**src/hw/dis_pkg.sv**
```systemverilog
// Package for the discrete input and status logic: constants and types
package dis_pkg;
    // Number of discrete inputs
    localparam int NUM_IN = 3;
    // Encoder position width
    localparam int POS_W = 32;
    // Wishbone address and data widths
    localparam int ADR_W = 8;
    localparam int DAT_W = 32;
    // Register byte offsets
    localparam logic [7:0] REG_CFG0 = 8'h00; // Config for input 0
    localparam logic [7:0] REG_CFG1 = 8'h04; // Config for input 1
    localparam logic [7:0] REG_CFG2 = 8'h08; // Config for input 2
    localparam logic [7:0] REG_STATUS = 8'h0C; // Input and motion status
    localparam logic [7:0] REG_CAPPOS = 8'h10; // Captured encoder position
    localparam logic [7:0] REG_INDOR = 8'h14; // Indicator control
    // Config field positions: function in [2:0], active-low in [3]
    localparam int CFG_FUNC_LSB = 0;
    localparam int CFG_POL_BIT = 3;
    // Indicator control fields
    localparam int IND_NSMODE_BIT = 0; // 1 selects Modbus TCP patterns
    localparam int IND_NSCODE_LSB = 4; // 3-bit network state code
    localparam int IND_CONN_LSB = 8; // 2-bit open connection count
    localparam int IND_FLASHOK_BIT = 12; // Flash write succeeded
    localparam int IND_FLASHBAD_BIT = 13; // Flash write failed
    // Reset values
    localparam logic [3:0] CFG_RESET = 4'h0;
    localparam logic [2:0] CONN_MAX = 3'h3; // Most concurrent connections
    // Timing: clock and indicator periods
    localparam int CLK_HZ = 10_000_000;
    localparam int BLINK_MS = 250; // Blink half-period
    localparam int PAUSE_MS = 2000; // Pause between connection groups
    localparam int FILT_US = 100; // Input filter time
    localparam int BLINK_CYC = CLK_HZ / 1000 * BLINK_MS;
    localparam int FILT_CYC = CLK_HZ / 1_000_000 * FILT_US;
    localparam int PAUSE_TICKS = PAUSE_MS / BLINK_MS;
    // Input functions
    typedef enum logic [2:0] {
        DIS_FN_GP = 3'b000,
        DIS_FN_HOME = 3'b001,
        DIS_FN_CWLIM = 3'b010,
        DIS_FN_CCWLIM = 3'b011,
        DIS_FN_START = 3'b100,
        DIS_FN_ESTOP = 3'b101,
        DIS_FN_STOPJOG = 3'b110
    } dis_func_t;
    // Network status codes, industrial-protocol mode
    typedef enum logic [2:0] {
        DIS_NS_OFF = 3'b000,
        DIS_NS_SELFTEST = 3'b001,
        DIS_NS_LINK = 3'b010,
        DIS_NS_CONN = 3'b011,
        DIS_NS_TIMEOUT = 3'b100,
        DIS_NS_DUPIP = 3'b101
    } dis_ns_t;
    // Module status pattern state
    typedef enum logic [2:0] {
        DIS_MS_OK = 3'b000,
        DIS_MS_OVERTEMP = 3'b001,
        DIS_MS_FLASHOK = 3'b010,
        DIS_MS_FLASHBAD = 3'b011,
        DIS_MS_COMFAIL = 3'b100
    } dis_ms_t;
    // Bi-colour indicator drive
    typedef struct packed {
        logic red;
        logic green;
    } dis_led_t;
    // Motion requests from the sequencer
    typedef struct packed {
        logic moveReq; // Start a non-indexer move
        logic moveDirCw; // Requested direction clockwise
        logic moveIsJog; // Move is jog or registration
        logic indexArm; // Load a pending indexer move
        logic homeCmd; // Host homing command
    } dis_mreq_t;
    // Motion commands to the sequencer
    typedef struct packed {
        logic haltNow; // Stop all motion at once
        logic decelStop; // Controlled stop
        logic startMove; // Start granted
        logic startIndex; // Pending indexer move started
        logic homeSearch; // Search home sensor
        logic drvEnable; // Driver enable
    } dis_mcmd_t;
endpackage : dis_pkg

```
**src/hw/dis_input_status.sv**
```systemverilog
// Discrete input functions, position capture and status indicators
// Functional notes
// - Each input has programmable active level
// - CW limit during CW motion halts
// - At a limit, only move away (indexer start and home search are not limit-checked here)
// - Indexer move starts on start-input edge
// - Start input latches position both edges
// - Emergency stop halts motion at once
// - Driver stays enabled after emergency stop
// - No move starts while emergency stop active (home search is not blocked by it here)
// - Stop input decelerates jog or registration
// - Stop input ignored by other moves
// - Stop input latches position during jog
// - General purpose inputs reported, no motion
// - Homing commands search the home input
// - Module status green OK, red overtemperature
// - Flash success blinks green, locks commands
// - Flash failure blinks red until power cycle
// - Coprocessor failure alternates red and green
// - Six network patterns in industrial mode
// - Modbus mode flashes per connection, pauses
// - Link indicator lit while link present
// - Link indicator flashes during transmit
//
// Design decisions made here: the register offsets and the Wishbone slave port.
`timescale 1ns/1ps
`default_nettype none
module dis_input_status
    import dis_pkg::*;
(
    input wire logic mclk, // System clock, 10 MHz
    input wire logic reset, // Synchronous reset, active high
    input wire logic [dis_pkg::ADR_W-1:0] wb_adr_i, // Wishbone address
    input wire logic [dis_pkg::DAT_W-1:0] wb_dat_i, // Wishbone write data
    output logic [dis_pkg::DAT_W-1:0] wb_dat_o, // Wishbone read data
    input wire logic [3:0] wb_sel_i, // Wishbone byte enables
    input wire logic wb_we_i, // Wishbone write enable
    input wire logic wb_cyc_i, // Wishbone cycle
    input wire logic wb_stb_i, // Wishbone strobe
    output logic wb_ack_o, // Wishbone acknowledge
    input wire logic [dis_pkg::NUM_IN-1:0] inPin, // Raw discrete inputs
    input wire logic encFitted, // Encoder option present
    input wire logic [dis_pkg::POS_W-1:0] encPos, // Encoder position
    input wire dis_pkg::dis_mreq_t mreq, // Sequencer requests
    input wire logic motionCw, // Motor turning clockwise
    input wire logic motionCcw, // Motor turning counter-clockwise
    input wire logic jogActive, // Jog or registration running
    input wire logic overTemp, // Overtemperature fault
    input wire logic comFail, // Coprocessor link failure
    input wire logic hostCmd, // Host command arrives
    input wire logic linkUp, // Physical Ethernet link
    input wire logic txActive, // Ethernet transmitting
    output dis_pkg::dis_mcmd_t mcmd, // Motion commands
    output logic hostCmdOk, // Host command accepted pulse
    output logic [dis_pkg::NUM_IN-1:0] gpState, // General purpose states
    output logic capStrobe, // Position captured pulse
    output dis_pkg::dis_led_t module_status_indicator, // Module LED
    output dis_pkg::dis_led_t network_status_indicator, // Network LED
    output logic linkLed // Link LED
);
    import dis_pkg::*;

    // Per-input configuration registers
    logic [3:0] cfg_ff [NUM_IN];
    // Three-stage synchroniser and filter state
    logic [NUM_IN-1:0] syncA_ff, syncB_ff, syncC_ff;
    logic [NUM_IN-1:0] filt_ff; // Filtered raw level
    logic [15:0] filtCnt_ff [NUM_IN]; // Filter counters
    logic [NUM_IN-1:0] act_ff; // Active after polarity
    logic [NUM_IN-1:0] actRise, actFall; // Edges of active level
    // Function decode per input
    logic [NUM_IN-1:0] isCw, isCcw, isStart, isEstop, isStop, isGp, isHome;

    // Synchronise, filter and apply polarity per input
    genvar gi;
    generate
        for (gi = 0; gi < NUM_IN; gi++) begin : g_in
            // Two and three agree before the filter sees a change
            always_ff @(posedge mclk) begin
                if (reset) begin
                    syncA_ff[gi] <= 1'b0;
                    syncB_ff[gi] <= 1'b0;
                    syncC_ff[gi] <= 1'b0;
                    filt_ff[gi] <= 1'b0;
                    filtCnt_ff[gi] <= 16'h0000;
                end else begin
                    syncA_ff[gi] <= inPin[gi];
                    syncB_ff[gi] <= syncA_ff[gi];
                    syncC_ff[gi] <= syncB_ff[gi];
                    if (syncB_ff[gi] != syncC_ff[gi] ||
                        syncC_ff[gi] == filt_ff[gi]) begin
                        filtCnt_ff[gi] <= 16'h0000; // Unstable or equal
                    end else if (filtCnt_ff[gi] == 16'(FILT_CYC - 1)) begin
                        filt_ff[gi] <= syncC_ff[gi]; // Stable long enough
                        filtCnt_ff[gi] <= 16'h0000;
                    end else begin
                        filtCnt_ff[gi] <= filtCnt_ff[gi] + 16'h0001;
                    end
                end
            end
            // Active level after programmable inversion
            always_ff @(posedge mclk) begin
                if (reset) begin
                    act_ff[gi] <= 1'b0;
                end else begin
                    act_ff[gi] <= filt_ff[gi] ^
                        cfg_ff[gi][CFG_POL_BIT];
                end
            end
            assign actRise[gi] = (filt_ff[gi] ^ cfg_ff[gi][CFG_POL_BIT]) &
                                 ~act_ff[gi];
            assign actFall[gi] = ~(filt_ff[gi] ^ cfg_ff[gi][CFG_POL_BIT]) &
                                 act_ff[gi];
            assign isCw[gi] = cfg_ff[gi][2:0] == DIS_FN_CWLIM;
            assign isCcw[gi] = cfg_ff[gi][2:0] == DIS_FN_CCWLIM;
            assign isStart[gi] = cfg_ff[gi][2:0] == DIS_FN_START;
            assign isEstop[gi] = cfg_ff[gi][2:0] == DIS_FN_ESTOP;
            assign isStop[gi] = cfg_ff[gi][2:0] == DIS_FN_STOPJOG;
            assign isGp[gi] = cfg_ff[gi][2:0] == DIS_FN_GP;
            assign isHome[gi] = cfg_ff[gi][2:0] == DIS_FN_HOME;
        end
    endgenerate

    // Combined function levels and edges
    logic cwLim, ccwLim, estop, startRise, startEdge, stopRise, homeSet;
    assign cwLim = |(isCw & act_ff);
    assign ccwLim = |(isCcw & act_ff);
    assign estop = |(isEstop & act_ff);
    assign startRise = |(isStart & actRise);
    assign startEdge = |(isStart & (actRise | actFall));
    assign stopRise = |(isStop & actRise);
    assign homeSet = |isHome;

    // Start of a requested move is allowed
    logic moveAllowed;
    assign moveAllowed = ~estop
        & ~(cwLim & mreq.moveDirCw)
        & ~(ccwLim & ~mreq.moveDirCw);

    // Pending indexer move latch
    logic indexPend_ff;
    always_ff @(posedge mclk) begin
        if (reset) begin
            indexPend_ff <= 1'b0;
        end else if (mreq.indexArm) begin
            indexPend_ff <= 1'b1; // New arm wins over a launch
        end else if (startRise && indexPend_ff && !estop) begin
            indexPend_ff <= 1'b0; // Launched by input edge
        end
    end

    // Motion command outputs
    always_ff @(posedge mclk) begin
        if (reset) begin
            mcmd <= '0;
        end else begin
            mcmd.haltNow <= estop
                | (cwLim & motionCw)
                | (ccwLim & motionCcw);
            mcmd.decelStop <= stopRise & jogActive;
            mcmd.startMove <= mreq.moveReq & moveAllowed;
            mcmd.startIndex <= startRise & indexPend_ff & ~estop;
            mcmd.homeSearch <= mreq.homeCmd & homeSet;
            mcmd.drvEnable <= 1'b1;
        end
    end

    // Encoder position capture
    logic [POS_W-1:0] capPos_ff;
    logic capNow;
    assign capNow = encFitted & (startEdge
        | (stopRise & jogActive));
    always_ff @(posedge mclk) begin
        if (reset) begin
            capPos_ff <= '0;
            capStrobe <= 1'b0;
        end else begin
            capStrobe <= capNow;
            if (capNow) begin
                capPos_ff <= encPos;
            end
        end
    end

    // General purpose state reported to host
    always_ff @(posedge mclk) begin
        if (reset) begin
            gpState <= '0;
        end else begin
            gpState <= isGp & act_ff;
        end
    end

    // Indicator control register
    logic [DAT_W-1:0] indCtl_ff;
    logic flashOk_ff, flashBad_ff; // Sticky until power cycle
    // Flash flags are set from control bits; only a reset,
    // standing in for a power cycle, clears them

    // Wishbone slave: one-cycle ack, writes and reads
    logic wbHit;
    assign wbHit = wb_cyc_i & wb_stb_i & ~wb_ack_o;
    always_ff @(posedge mclk) begin
        if (reset) begin
            wb_ack_o <= 1'b0;
            wb_dat_o <= '0;
        end else begin
            wb_ack_o <= wbHit;
            wb_dat_o <= '0;
            if (wbHit && !wb_we_i) begin
                case (wb_adr_i)
                    REG_CFG0: wb_dat_o <= {28'h000_0000, cfg_ff[0]};
                    REG_CFG1: wb_dat_o <= {28'h000_0000, cfg_ff[1]};
                    REG_CFG2: wb_dat_o <= {28'h000_0000, cfg_ff[2]};
                    REG_STATUS: wb_dat_o <= {20'h0_0000, indexPend_ff,
                        flashBad_ff, flashOk_ff, 2'b00, act_ff,
                        1'b0, filt_ff};
                    REG_CAPPOS: wb_dat_o <= capPos_ff;
                    REG_INDOR: wb_dat_o <= indCtl_ff;
                    default: wb_dat_o <= '0; // Unmapped reads zero
                endcase
            end
        end
    end

    // Configuration writes, low byte lane
    generate
        for (gi = 0; gi < NUM_IN; gi++) begin : g_cfg
            always_ff @(posedge mclk) begin
                if (reset) begin
                    cfg_ff[gi] <= CFG_RESET;
                end else if (wbHit && wb_we_i && wb_sel_i[0] &&
                             wb_adr_i == 8'(gi * 4)) begin
                    cfg_ff[gi] <= wb_dat_i[3:0];
                end
            end
        end
    endgenerate

    // Indicator control write and flash result flags
    always_ff @(posedge mclk) begin
        if (reset) begin
            indCtl_ff <= '0;
        end else if (wbHit && wb_we_i && wb_adr_i == REG_INDOR) begin
            for (int b = 0; b < 4; b++) begin
                if (wb_sel_i[b]) begin
                    indCtl_ff[b*8 +: 8] <= wb_dat_i[b*8 +: 8];
                end
            end
        end
    end
    always_ff @(posedge mclk) begin
        if (reset) begin
            flashOk_ff <= 1'b0;
            flashBad_ff <= 1'b0;
        end else begin
            flashOk_ff <= flashOk_ff | indCtl_ff[IND_FLASHOK_BIT];
            flashBad_ff <= flashBad_ff | indCtl_ff[IND_FLASHBAD_BIT];
        end
    end

    // Host commands refused after a successful flash write
    always_ff @(posedge mclk) begin
        if (reset) begin
            hostCmdOk <= 1'b0;
        end else begin
            hostCmdOk <= hostCmd & ~flashOk_ff;
        end
    end

    // Blink tick divider and phase
    logic [23:0] blinkCnt_ff;
    logic blinkTick, phase_ff;
    assign blinkTick = blinkCnt_ff == 24'(BLINK_CYC - 1);
    always_ff @(posedge mclk) begin
        if (reset) begin
            blinkCnt_ff <= 24'h00_0000;
            phase_ff <= 1'b0;
        end else if (blinkTick) begin
            blinkCnt_ff <= 24'h00_0000;
            phase_ff <= ~phase_ff;
        end else begin
            blinkCnt_ff <= blinkCnt_ff + 24'h00_0001;
        end
    end

    // Module status priority and pattern
    dis_ms_t msState;
    always_comb begin
        if (comFail) begin
            msState = DIS_MS_COMFAIL;
        end else if (flashBad_ff) begin
            msState = DIS_MS_FLASHBAD;
        end else if (flashOk_ff) begin
            msState = DIS_MS_FLASHOK;
        end else if (overTemp) begin
            msState = DIS_MS_OVERTEMP;
        end else begin
            msState = DIS_MS_OK;
        end
    end
    logic comFailSeen_ff; // Alternation held until power cycle
    always_ff @(posedge mclk) begin
        if (reset) begin
            comFailSeen_ff <= 1'b0;
        end else if (comFail) begin
            comFailSeen_ff <= 1'b1;
        end
    end
    always_ff @(posedge mclk) begin
        if (reset) begin
            module_status_indicator <= '0;
        end else if (comFailSeen_ff) begin
            module_status_indicator <= {phase_ff, ~phase_ff};
        end else begin
            case (msState)
                DIS_MS_OVERTEMP: module_status_indicator <= 2'b10;
                DIS_MS_FLASHOK: module_status_indicator <=
                    {1'b0, phase_ff};
                DIS_MS_FLASHBAD: module_status_indicator <=
                    {phase_ff, 1'b0};
                DIS_MS_COMFAIL: module_status_indicator <=
                    {phase_ff, ~phase_ff};
                default: module_status_indicator <= 2'b01;
            endcase
        end
    end

    // Modbus connection flash sequencer: flashes then pause
    logic [3:0] mbStep_ff; // Half-blink steps within group
    logic [2:0] conn;
    assign conn = (indCtl_ff[IND_CONN_LSB +: 2] > CONN_MAX[1:0]) ?
        CONN_MAX : {1'b0, indCtl_ff[IND_CONN_LSB +: 2]};
    always_ff @(posedge mclk) begin
        if (reset) begin
            mbStep_ff <= 4'h0;
        end else if (blinkTick) begin
            if (mbStep_ff >= {conn, 1'b0} + 4'(PAUSE_TICKS) - 4'h1) begin
                mbStep_ff <= 4'h0;
            end else begin
                mbStep_ff <= mbStep_ff + 4'h1;
            end
        end
    end

    // Network status pattern
    always_ff @(posedge mclk) begin
        if (reset) begin
            network_status_indicator <= '0;
        end else if (indCtl_ff[IND_NSMODE_BIT]) begin
            network_status_indicator <= {1'b0,
                (mbStep_ff < {conn, 1'b0}) & ~mbStep_ff[0]};
        end else begin
            case (indCtl_ff[IND_NSCODE_LSB +: 3])
                DIS_NS_SELFTEST: network_status_indicator <=
                    {phase_ff, ~phase_ff};
                DIS_NS_LINK: network_status_indicator <= {1'b0, phase_ff};
                DIS_NS_CONN: network_status_indicator <= 2'b01;
                DIS_NS_TIMEOUT: network_status_indicator <= {phase_ff, 1'b0};
                DIS_NS_DUPIP: network_status_indicator <= 2'b10;
                default: network_status_indicator <= 2'b00;
            endcase
        end
    end

    // Link indicator: on with link, flashing while sending
    always_ff @(posedge mclk) begin
        if (reset) begin
            linkLed <= 1'b0;
        end else begin
            linkLed <= linkUp & ~(txActive & phase_ff);
        end
    end
endmodule : dis_input_status
`default_nettype wire

```
**config.mk**
```make
export PLATFORM = sky130hd
export DESIGN_NAME = dis_input_status
export DESIGN_NICKNAME = d
export VERILOG_FILES = /design/src/hw/dis_pkg.sv /design/src/hw/dis_input_status.sv
export SDC_FILE = /design/constraint.sdc
export NUM_CORES = 1
export LEC_CHECK = 0
export ABC_AREA = 1
export ABC_CLOCK_PERIOD_IN_PS = 2900
export BUFFER_PORTS_ARGS = -buffer_cell sky130_fd_sc_hd__buf_2
export CORE_MARGIN = 1
export CORE_UTILIZATION = 58
export DETAILED_ROUTE_END_ITERATION = 7
export PLACE_DENSITY = 0.85
export SKIP_LAST_GASP = 1
export SYNTH_ARGS = -nofsm -noshare
export SYNTH_HDL_FRONTEND = slang
export SYNTH_SLANG_ARGS = --single-unit
```
**constraint.sdc**
```tcl
create_clock -name mclk -period 2.9 [get_ports mclk]
set_clock_uncertainty 0.2 [all_clocks]
set_input_delay 0.29 -clock mclk [delete_from_list [all_inputs] [get_ports mclk]]
set_output_delay 0.29 -clock mclk [all_outputs]
set_load 0.01 [all_outputs]
```
==> results_dict.tcl, run 1 <==
set metrics [dict create \
    run_status "completed" \
    wl_per_cell_um 14.9 \
    rsz0062_at_grt "no" \
    ys_warn_count 0 \
    row_count 49 \
    hold_depth 3 \
    worstSkewPairLatency_ns 0.51 \
    yosysMostFrequentCell "nand2_1" \
    r2r_end "capPos_ff[6]" \
    slew_viol_final 0 \
    finalSetupViolCount 0 \
    track_usage_pct 30.0 \
    synth_area_leaders "dfxtp_1 (30%), edfxtp_1 (17%), nand2_1 (8.9%)" \
    synth_edf_count 60 \
    max_freq_mhz 406 \
    grt_max_degree 80 \
    synth-main-ff-cell "dfxtp_1" \
    critical_path_required_ns 3.10 \
    cts-htree-levels 1 \
    tritoncts "yes" \
    cpPeakStageDelay_ns 0.42 \
    worstPathMaxFanout 52 \
    r2r_cells 13 \
    post_cts_resized 0 \
    r2r_setup_slack_ns 0.44 \
    cts.reportedPaths.clkPinSlew_ns 0.06 \
    ir_drop_mv 0.484 \
    cpMostUsedCell "nand2_1" \
    die_area_um2 18900 \
    grt_overflow 0 \
    worst_pin_slew_ns 0.702 \
    drive_above_1_share_pct 13.9 \
    crit_chain "or2_2 > nand2_1 > ha_1 > nand2_1 > inv_1 > nand2_1 > nand3_1 > nand2_1 > nand2_2 > buf_12 > nand3_1 > nand2_1 > nor2_1" \
    slew_headroom_pct 52.8 \
    cts-root-buf "clkbuf_16" \
    regArea_um2 5020 \
    ios 147 \
    critical_path_class "flip-flop to flip-flop" \
    drtIter0Drc 819 \
    grt_pass1_wl_um 45000 \
    area_growth_pct 25.0 \
    fillers 1274 \
    cp_data_arrival_time_ns 2.67 \
    worstHoldPathType "input port to flip-flop" \
    drtAntennaViolNets 0 \
    routabilityCongestion 0.930 \
    ys_top_cells_by_count "nand2_1 (253), nor2_1 (241), inv_1 (196)" \
    die_h_um 137 \
    ys_seq_elements 221 \
    power.density_nw_per_um2 507 \
    holdPathEnd "indCtl_ff[29]" \
    grt_pass1_vias 9863 \
    routed_wl_um 28800 \
    ys_async_sr_fraction_pct 0 \
    numPortBuffers 145 \
    maxCapViolations 0 \
    worst_path_max_delay_cell "edfxtp_1" \
    cts_buffer_depth 3 \
    cp-start-kind "flip-flop" \
    synth_seq_area_share_pct 47.2 \
    leakage_nw 5.64 \
    core_um2 18000 \
    synth.top_cell.area_share_pct 30.3 \
    finalHoldViolations 0 \
    holdBufCountCts 85 \
    die_width_um 137 \
    synth_cell_types 39 \
    antenna_found_initial 0 \
    fin_nets 1795 \
    hp-start "wb_sel_i[3]" \
    period_needed_ns 2.46 \
    dp_hpwl_um 18100 \
    synth.avg_cell_area_um2 7.53 \
    fin_crit_sh_pct 85.0 \
    holdWs_ns 0.0935 \
    via_count 10400 \
    multiInputGateArea_um2 4800 \
    power.total_mw 6.74 \
    postCtsSetupBuffers 0 \
    first_pass_iters 6 \
    syn-cell-area_um2 10600 \
    synth_top_cell_by_area "dfxtp_1" \
    cts_buffers 24 \
    cp-end-kind "flip-flop" \
    via_per_inst 5.40 \
    route.detailed.drc 0 \
    synthCells 1412 \
    r2r_start "cfg_ff[2][3]" \
    clock_sinks 221 \
    setup_tns_ns 0 \
    initial_utilization_pct 59.2 \
]
## where the power goes
group          switching [mW]  total (mW)  leakage, nW  internal, mW
Sequential             0.0586        3.31         1.92          3.25
Clock                    1.21        2.94        0.374          1.73
Combinational           0.278       0.495         3.34         0.217
Total                    1.55        6.74         5.64          5.19
## logic make-up after synthesis
family / share of synthesized area [%]
adders and majority gates: 1.65
xor gates and xnor gates: 1.98
DFF: 47.2
AOI/OAI and AO/OA: 9.59
other: 0.0353
buffers and inverters: 9.31
and+or+nand+nor: 30.2
## routing by layer
metal  vias up  wire, µm  part of all wire (%)  global-route usage, %
li1       5043         -                     -                      -
met5         -         0                     0                      0
met2       521     14100                    49                   52.3
met1      4730     11400                    39                   35.9
met3       128      2050                   7.1                   4.38
met4         0      1300                   4.5                   14.9
## cell usage in the layout, fill, tap and decap left out, drive strengths merged, types with 2 or more instances in the layout
master         n
buf          155
nand3        126
clkbuf        35
xor2          15
o211ai         2
dfxtp        161
nor2         260
inv          200
o21bai         2
nor3b          6
o21ai         74
nand2        256
nand3b         7
nor4           2
nand4         22
nor3          22
and3           4
xnor2          9
edfxtp        60
ha            14
dlygate4sd3   85
or2            6
clkinv         8
a21oi        120
conb          48
## critical path, delay by kind of cell, from the launching register on
kind | cells | cell delay (ns)
and+or+nand+nor | 10 | 1.23
buffers and inverters | 2 | 0.33
adders and majority gates | 1 | 0.16
DFF | 1 | 0.42
## flip-flops by register name (all words and copies together) (netlist names), 3 cells and up
signal,count
act_ff,3
blinkCnt_ff,24
capPos_ff,32
cfg_ff,12
filtCnt_ff,48
filt_ff,3
gpState,3
indCtl_ff,32
mbStep_ff,4
mcmd,6
syncA_ff,3
syncB_ff,3
syncC_ff,3
wb_dat_o,32
## how the worst max path moves through the flow
stage                 start             to
3_5_place_dp   cfg_ff[2][3]  capPos_ff[12]
3_3_place_gp   cfg_ff[2][3]  capPos_ff[16]
4_1_cts        cfg_ff[2][3]  capPos_ff[12]
2_1_floorplan  cfg_ff[0][3]  capPos_ff[10]
6_report       cfg_ff[2][3]   capPos_ff[6]
5_1_grt        cfg_ff[2][3]  capPos_ff[23]
## area by class of cell
cell class / instances / area share, %
repair buffers: 240 / 12.6
clock buffers: 35 / 5.15
clock inverters: 9 / 0.546
inverters: 200 / 5.65
flip-flops and latches: 221 / 37.8
multi-input cells: 996 / 36.1
diodes: 1 / 0.0188
well taps: 229 / 2.15
## metrics by stage
stage / setup slack, ns / utilization (%) / instance area, µm² / cells
finish: 0.436 / 74.0 / 13300 / 1931
global route: 0.307 / 74.0 / 13300 / 1930
CTS: 0.495 / 74.0 / 13300 / 1930
detailed placement: 0.515 / 65.1 / 11700 / 1801
global placement: 0.602 / 65.1 / 11700 / 1801
floorplan: 0.896 / - / 10800 / 1459
Power figures use the tool's default switching activity.
==> run 2, diff against run 1 <==
--- a/config.mk
+++ b/config.mk
@@ -6,7 +6,7 @@
 export NUM_CORES = 1
 export LEC_CHECK = 0
 export ABC_AREA = 1
-export ABC_CLOCK_PERIOD_IN_PS = 2900
+export ABC_CLOCK_PERIOD_IN_PS = 2300
 export BUFFER_PORTS_ARGS = -buffer_cell sky130_fd_sc_hd__buf_2
 export CORE_MARGIN = 1
 export CORE_UTILIZATION = 58
==> constraint.sdc (replaced) <==
create_clock -name mclk -period 2.3 [get_ports mclk]
set_clock_uncertainty 0.2 [all_clocks]
set_input_delay 0.23 -clock mclk [delete_from_list [all_inputs] [get_ports mclk]]
set_output_delay 0.23 -clock mclk [all_outputs]
set_load 0.01 [all_outputs]
==> run 2 against run 1 <==
  * The run now ends with design-rule violations, negative setup slack left
  * Total power is 30% higher
  * Via count is 8.2% higher
  * Critical endpoint is now capPos_ff[22]
  * Worst setup slack worse by 0.75 ns
  * Final area is 3.4% higher
  * Highest routed layer unchanged
  * Sequential power is 26% higher
  * Clock-buffer cell count rose by 2
==> results_dict.tcl, run 2 (synthesis gave the netlist of run 1 again) <==
set metrics [dict create \
    ios 147 \
    via_count 11300 \
    grt_overflow 0 \
    cts.reportedPaths.clkPinSlew_ns 0.07 \
    clock_sinks 221 \
    leakage_nw 5.86 \
    initial_utilization_pct 59.2 \
    track_usage_pct 32.9 \
    grt_pass1_vias 10400 \
    r2r_start "filt_ff[2]" \
    holdWs_ns 0.0823 \
    power.density_nw_per_um2 638 \
    die_area_um2 18900 \
    core_um2 18000 \
    route.detailed.drc 1 \
    via_per_inst 5.75 \
    largest-register "filtCnt_ff" \
    worst_pin_slew_ns 0.554 \
    seqPwrFrac_pct 47.6 \
    p_int_mw 6.69 \
    violations "design-rule violations, negative setup slack" \
    critical_path_required_ns 2.47 \
    hp-start "wb_sel_i[0]" \
    first_pass_iters 8 \
    period_needed_ns 2.61 \
    grt_max_degree 66 \
    row_count 49 \
    finalNonFillerCells 1961 \
    grt_pass1_wl_um 48700 \
    cts_buffers 24 \
    area_growth_pct 29.3 \
    switching_share_pct 23.7 \
    cp-start-kind "flip-flop" \
    numPortBuffers 145 \
    routed_wl_um 34200 \
    worstPathMaxFanout 17 \
    antenna_found_initial 0 \
    maxCapViolations 0 \
    final_cell_mix "nand2_1 (248), nor2_1 (238), inv_1 (195), dfxtp_1 (158), buf_2 (145)" \
    critical_path_class "flip-flop to flip-flop" \
    dp_hpwl_um 18900 \
    drtAntennaViolNets 0 \
    tritoncts "yes" \
    p_switching_mw 2.08 \
    worstHoldPathType "input port to flip-flop" \
    cp_data_arrival_time_ns 2.79 \
    pwr-share-clk_pct 44.1 \
    ir_drop_mv 0.604 \
    cp-end-kind "flip-flop" \
    finalSetupViolCount 5 \
    slew_viol_final 0 \
    worstSkewPairLatency_ns 0.52 \
    die_width_um 137 \
    setup_ws_ns -0.314 \
    die_h_um 137 \
    drtIter0Drc 1595 \
    dp_cells 1818 \
    cts-htree-levels 1 \
    final_util_pct 76.5 \
    cts-root-buf "clkbuf_16" \
    slew_headroom_pct 62.8 \
    crit_path_start "filt_ff[2]" \
    wl_per_cell_um 17.5 \
    combPwrFrac_pct 8.4 \
    mostFrequentLayoutCell "nand2_1" \
    fin_crit_sh_pct 114 \
    drive_above_1_share_pct 16.4 \
    fin_nets 1825 \
    largest_reg_flops 48 \
    max_freq_mhz 383 \
    finalHoldViolations 0 \
    cts_buffer_depth 3 \
    run_status "complete, but fails checks" \
    routabilityCongestion 0.926 \
]
-- run 2: cell types whose count changed in the layout (fill, tap and decap cells not counted), moves of 4 or more --
cell	previous run	this run
buf_4	8	27
clkbuf_16	26	30
nand2_1	252	248
clkbuf_8	0	7
clkbuf_1	9	3
-- run 2: what timing repair did --
action                                 CTS  global route
gates resized for setup                  0            20
setup endpoints to repair                0            45
endpoints found under the hold margin   98             0
hold buffers                            88             0
setup buffers                            0             5
-- run 2: worst max-delay path: stages (launching register included) --
cell and delay, ns:
dfxtp_4 0.37, inv_1 0.08, or2_2 0.30, nand2_1 0.07, ha_2 0.18, nand2_1 0.06
inv_1 0.07, nand2_1 0.08, nand3_2 0.11, nand2_4 0.08, nand2_8 0.15, clkbuf_16 0.20
a21oi_1 0.08, nor2_1 0.42
-- run 2: worst paths after layout --
| kind | end | slack [ns] | cells after the start |
|---|---|---|---|
| hold reg to reg | syncB_ff[0] | 0.21 | 2 |
| setup / recovery | capPos_ff[22] | -0.31 | 13 |
| hold / removal | indCtl_ff[1] | 0.08 | 4 |
| setup reg to reg | capPos_ff[22] | -0.31 | 13 |
-- run 2: power groups by stage --
| stage | registers (mW) | logic [mW] | clock network [mW] |
|---|---|---|---|
| finish | 4.17 | 0.733 | 3.86 |
| global route | 4.18 | 0.785 | 4.03 |
| CTS | 4.16 | 0.622 | 3.83 |
| detailed placement | 4.25 | 0.496 | 0 |
| global placement | 4.24 | 0.482 | 0 |
| floorplan | 4.23 | 0.308 | 0 |
-- run 2: final cells by class --
cell class	count	area [µm²]
flip-flops and latches	221	5030
multi-input cells	997	4870
fillers	1147	4210
repair buffers	269	2010
clock buffers	37	763
inverters	200	751
well taps	229	287
clock inverters	6	32.5
diodes	2	5.00
-- run 2: stage by stage --
stage	setup TNS (ns)	setup WS (ns)	instance area, µm²	total power, mW
finish	-0.564	-0.314	13700	8.77
global route	-2.10	-0.355	13700	9.00
CTS	0	0.0433	13500	8.62
detailed placement	0	0.0878	11900	4.74
global placement	0	0.181	11900	4.72
floorplan	0	0.296	10800	4.54
-- run 2: layer usage --
layer	up-vias	part of all wire, %	global-route usage [%]
li1	5103	-	-
met1	5036	35	39.1
met2	849	47	54.8
met3	289	9.8	6.11
met4	0	8.0	20.3
met5	-	0	0
==> run 3, diff against run 2 <==
--- a/config.mk
+++ b/config.mk
@@ -8,7 +8,7 @@
 export ABC_AREA = 1
 export ABC_CLOCK_PERIOD_IN_PS = 2300
 export BUFFER_PORTS_ARGS = -buffer_cell sky130_fd_sc_hd__buf_2
-export CORE_MARGIN = 1
+export CORE_MARGIN = 1.5
 export CORE_UTILIZATION = 58
 export DETAILED_ROUTE_END_ITERATION = 7
 export PLACE_DENSITY = 0.85
==> run 3 against run 2 <==
  * The flow finishes with violations (negative setup slack)
  * Non-clock buffer count is 9 lower
  * Worst setup slack improved by 0.18 ns
  * Final area down 1.0%
  * Clock-buffer cell count decreased by 5
  * First-iteration DRC count shrank 3.9%
  * Total power shrank 1.1%
  * Global-route usage rose by 0.31 points
  * Largest cell class unchanged
  * Highest routed layer unchanged
==> results_dict.tcl, run 3 (synthesis gave the netlist of run 1 again) <==
set metrics [dict create \
    combPwrFrac_pct 8.5 \
    fin_crit_sh_pct 106 \
    cp-end-kind "flip-flop" \
    dp_hpwl_um 19000 \
    violations "negative setup slack" \
    core_um2 18000 \
    slew_headroom_pct 59.6 \
    multiInputGateArea_um2 4870 \
    switching_share_pct 24.6 \
    crit_path_start "cfg_ff[0][3]" \
    track_usage_pct 33.2 \
    numPortBuffers 145 \
    worstHoldPathType "input port to flip-flop" \
    r2r_start "cfg_ff[0][3]" \
    grt_pass1_wl_um 51500 \
    crit_end "capPos_ff[12]" \
    first_pass_iters 7 \
    drive_above_1_share_pct 15.7 \
    crit_chain "or2_2 > nand2_1 > ha_1 > nor2_1 > nand2_1 > nand2_2 > nor2_4 > nand2_8 > clkbuf_16 > a21oi_1 > nor2_1" \
    critical_path_class "flip-flop to flip-flop" \
    critical_path_required_ns 2.51 \
    postCtsSetupBuffers 0 \
    dpl_worst_slack_ns 0.0826 \
    grt_overflow 0 \
    seqPwrFrac_pct 48.1 \
    grt_max_degree 53 \
    antenna_found_initial 0 \
    regArea_um2 5020 \
    routed_wl_um 34300 \
    wl_per_cell_um 17.6 \
    r2r_end "capPos_ff[12]" \
    row_count 49 \
    pwr-share-clk_pct 43.4 \
    slew_viol_final 0 \
    period_needed_ns 2.43 \
    via_per_inst 5.67 \
    power.density_nw_per_um2 637 \
    p_switching_mw 2.13 \
    cts-htree-levels 1 \
    worstSkewPairLatency_ns 0.53 \
    worstPathMaxFanout 8 \
    dpl-instance-area_um2 11800 \
    via_count 11000 \
    worst_pin_slew_ns 0.605 \
    finalHoldViolations 0 \
    final_area_um2 13600 \
    rsz0062_at_grt "yes" \
    worst_path_max_delay_cell "edfxtp_1" \
    route.detailed.drc 0 \
    grt_pass1_vias 10500 \
    area_growth_pct 28.0 \
    final_util_pct 75.8 \
    cp-start-kind "flip-flop" \
    largest_reg_flops 48 \
    die_h_um 138 \
    cts_buffers 23 \
    ir_drop_mv 0.699 \
    die_area_um2 19200 \
    routabilityCongestion 0.941 \
    r2r_setup_slack_ns -0.13 \
    p_int_mw 6.54 \
    clock_sinks 221 \
    leakage_nw 5.79 \
    tritoncts "yes" \
    mostFrequentLayoutCell "nand2_1" \
    n_antenna_cell 0 \
    r2r_cells 11 \
    final_cell_mix "nand2_1 (249), nor2_1 (237), inv_1 (195), dfxtp_1 (161), buf_2 (145)" \
    cpPeakStageDelay_ns 0.40 \
    fin_nets 1814 \
    maxCapViolations 0 \
    cp_data_arrival_time_ns 2.65 \
    drtIter0Drc 1533 \
    finalSetupViolCount 3 \
    setup_ws_ns -0.134 \
    setup_tns_ns -0.329 \
    max_freq_mhz 411 \
    cts_buffer_depth 3 \
    cts-root-buf "clkbuf_16" \
    cts.reportedPaths.clkPinSlew_ns 0.07 \
    die_width_um 138 \
    largest-register "filtCnt_ff" \
    run_status "complete, but fails checks" \
    ios 147 \
    initial_utilization_pct 59.2 \
    drtAntennaViolNets 0 \
    fillers 1155 \
]
==> run 3: cell types whose count changed in the layout (fill, tap and decap cells not counted), moves of 2 or more <==
cell,change
buf_4,-9
buf_6,+2
diode_2,-2
clkbuf_16,-2
clkbuf_8,-4
dlygate4sd3_1,-2
clkbuf_1,+2
dfxtp_2,-2
dfxtp_1,+3
==> run 3: area by class of cell <==
cell class	instances	share of cell area [%]
clock buffer	32	4.85
clock inverter	9	0.570
inverter	200	5.52
multi-input combinational	996	35.8
sequential	221	36.9
tap	229	2.11
timing repair buffer	260	14.3
==> run 3: per-stage QoR <==
step / instances / hold slack [ns] / power [mW]
after floorplan: 1459 / 0.114 / 4.54
after global placement: 1814 / 0.191 / 4.72
after detailed placement: 1814 / 0.200 / 4.74
after CTS: 1941 / 0.0106 / 8.48
after global routing: 1947 / 0.0779 / 8.90
final: 1947 / 0.0355 / 8.67
==> run 3: worst min-delay path by stage <==
stage,slack (ns),start,depth (start not counted),endpoint
CTS,0.01,wb_sel_i[3],3,indCtl_ff[29]
global placement,0.19,syncA_ff[0],2,syncB_ff[0]
finish,0.04,wb_sel_i[3],3,indCtl_ff[29]
floorplan,0.11,reset,1,wb_ack_o
detailed placement,0.20,syncA_ff[0],2,syncB_ff[0]
global route,0.08,wb_sel_i[3],3,indCtl_ff[29]
==> run 3: critical path, delay by kind of cell (launching register included) <==
family	cells	cell delay, ns
adders and majority gates	1	0.22
buffers and inverters	1	0.19
and+or+nand+nor	8	1.19
AOI/OAI and AO/OA	1	0.09
DFF	1	0.40
==> run 3: what timing repair did <==
action,4_1_cts,5_1_grt
hold buffers,86,0
setup endpoints to repair,0,33
endpoints found under the hold margin,95,0
gates resized for setup,0,20
==> run 3: layer usage <==
layer | vias to the layer above | share of wire (%) | track usage, %
li1 | 5066 | - | -
met1 | 4975 | 35 | 39.1
met2 | 769 | 48 | 56.6
met3 | 231 | 10 | 6.48
met4 | 0 | 6.8 | 19.1
met5 | - | 0 | 0
==> run 3: power by group through the flow <==
stage | combinational (mW) | clock [mW] | sequential [mW]
2_1_floorplan | 0.308 | 0 | 4.23
3_3_place_gp | 0.480 | 0 | 4.24
3_5_place_dp | 0.495 | 0 | 4.25
4_1_cts | 0.618 | 3.69 | 4.16
5_1_grt | 0.784 | 3.93 | 4.18
6_report | 0.733 | 3.77 | 4.17
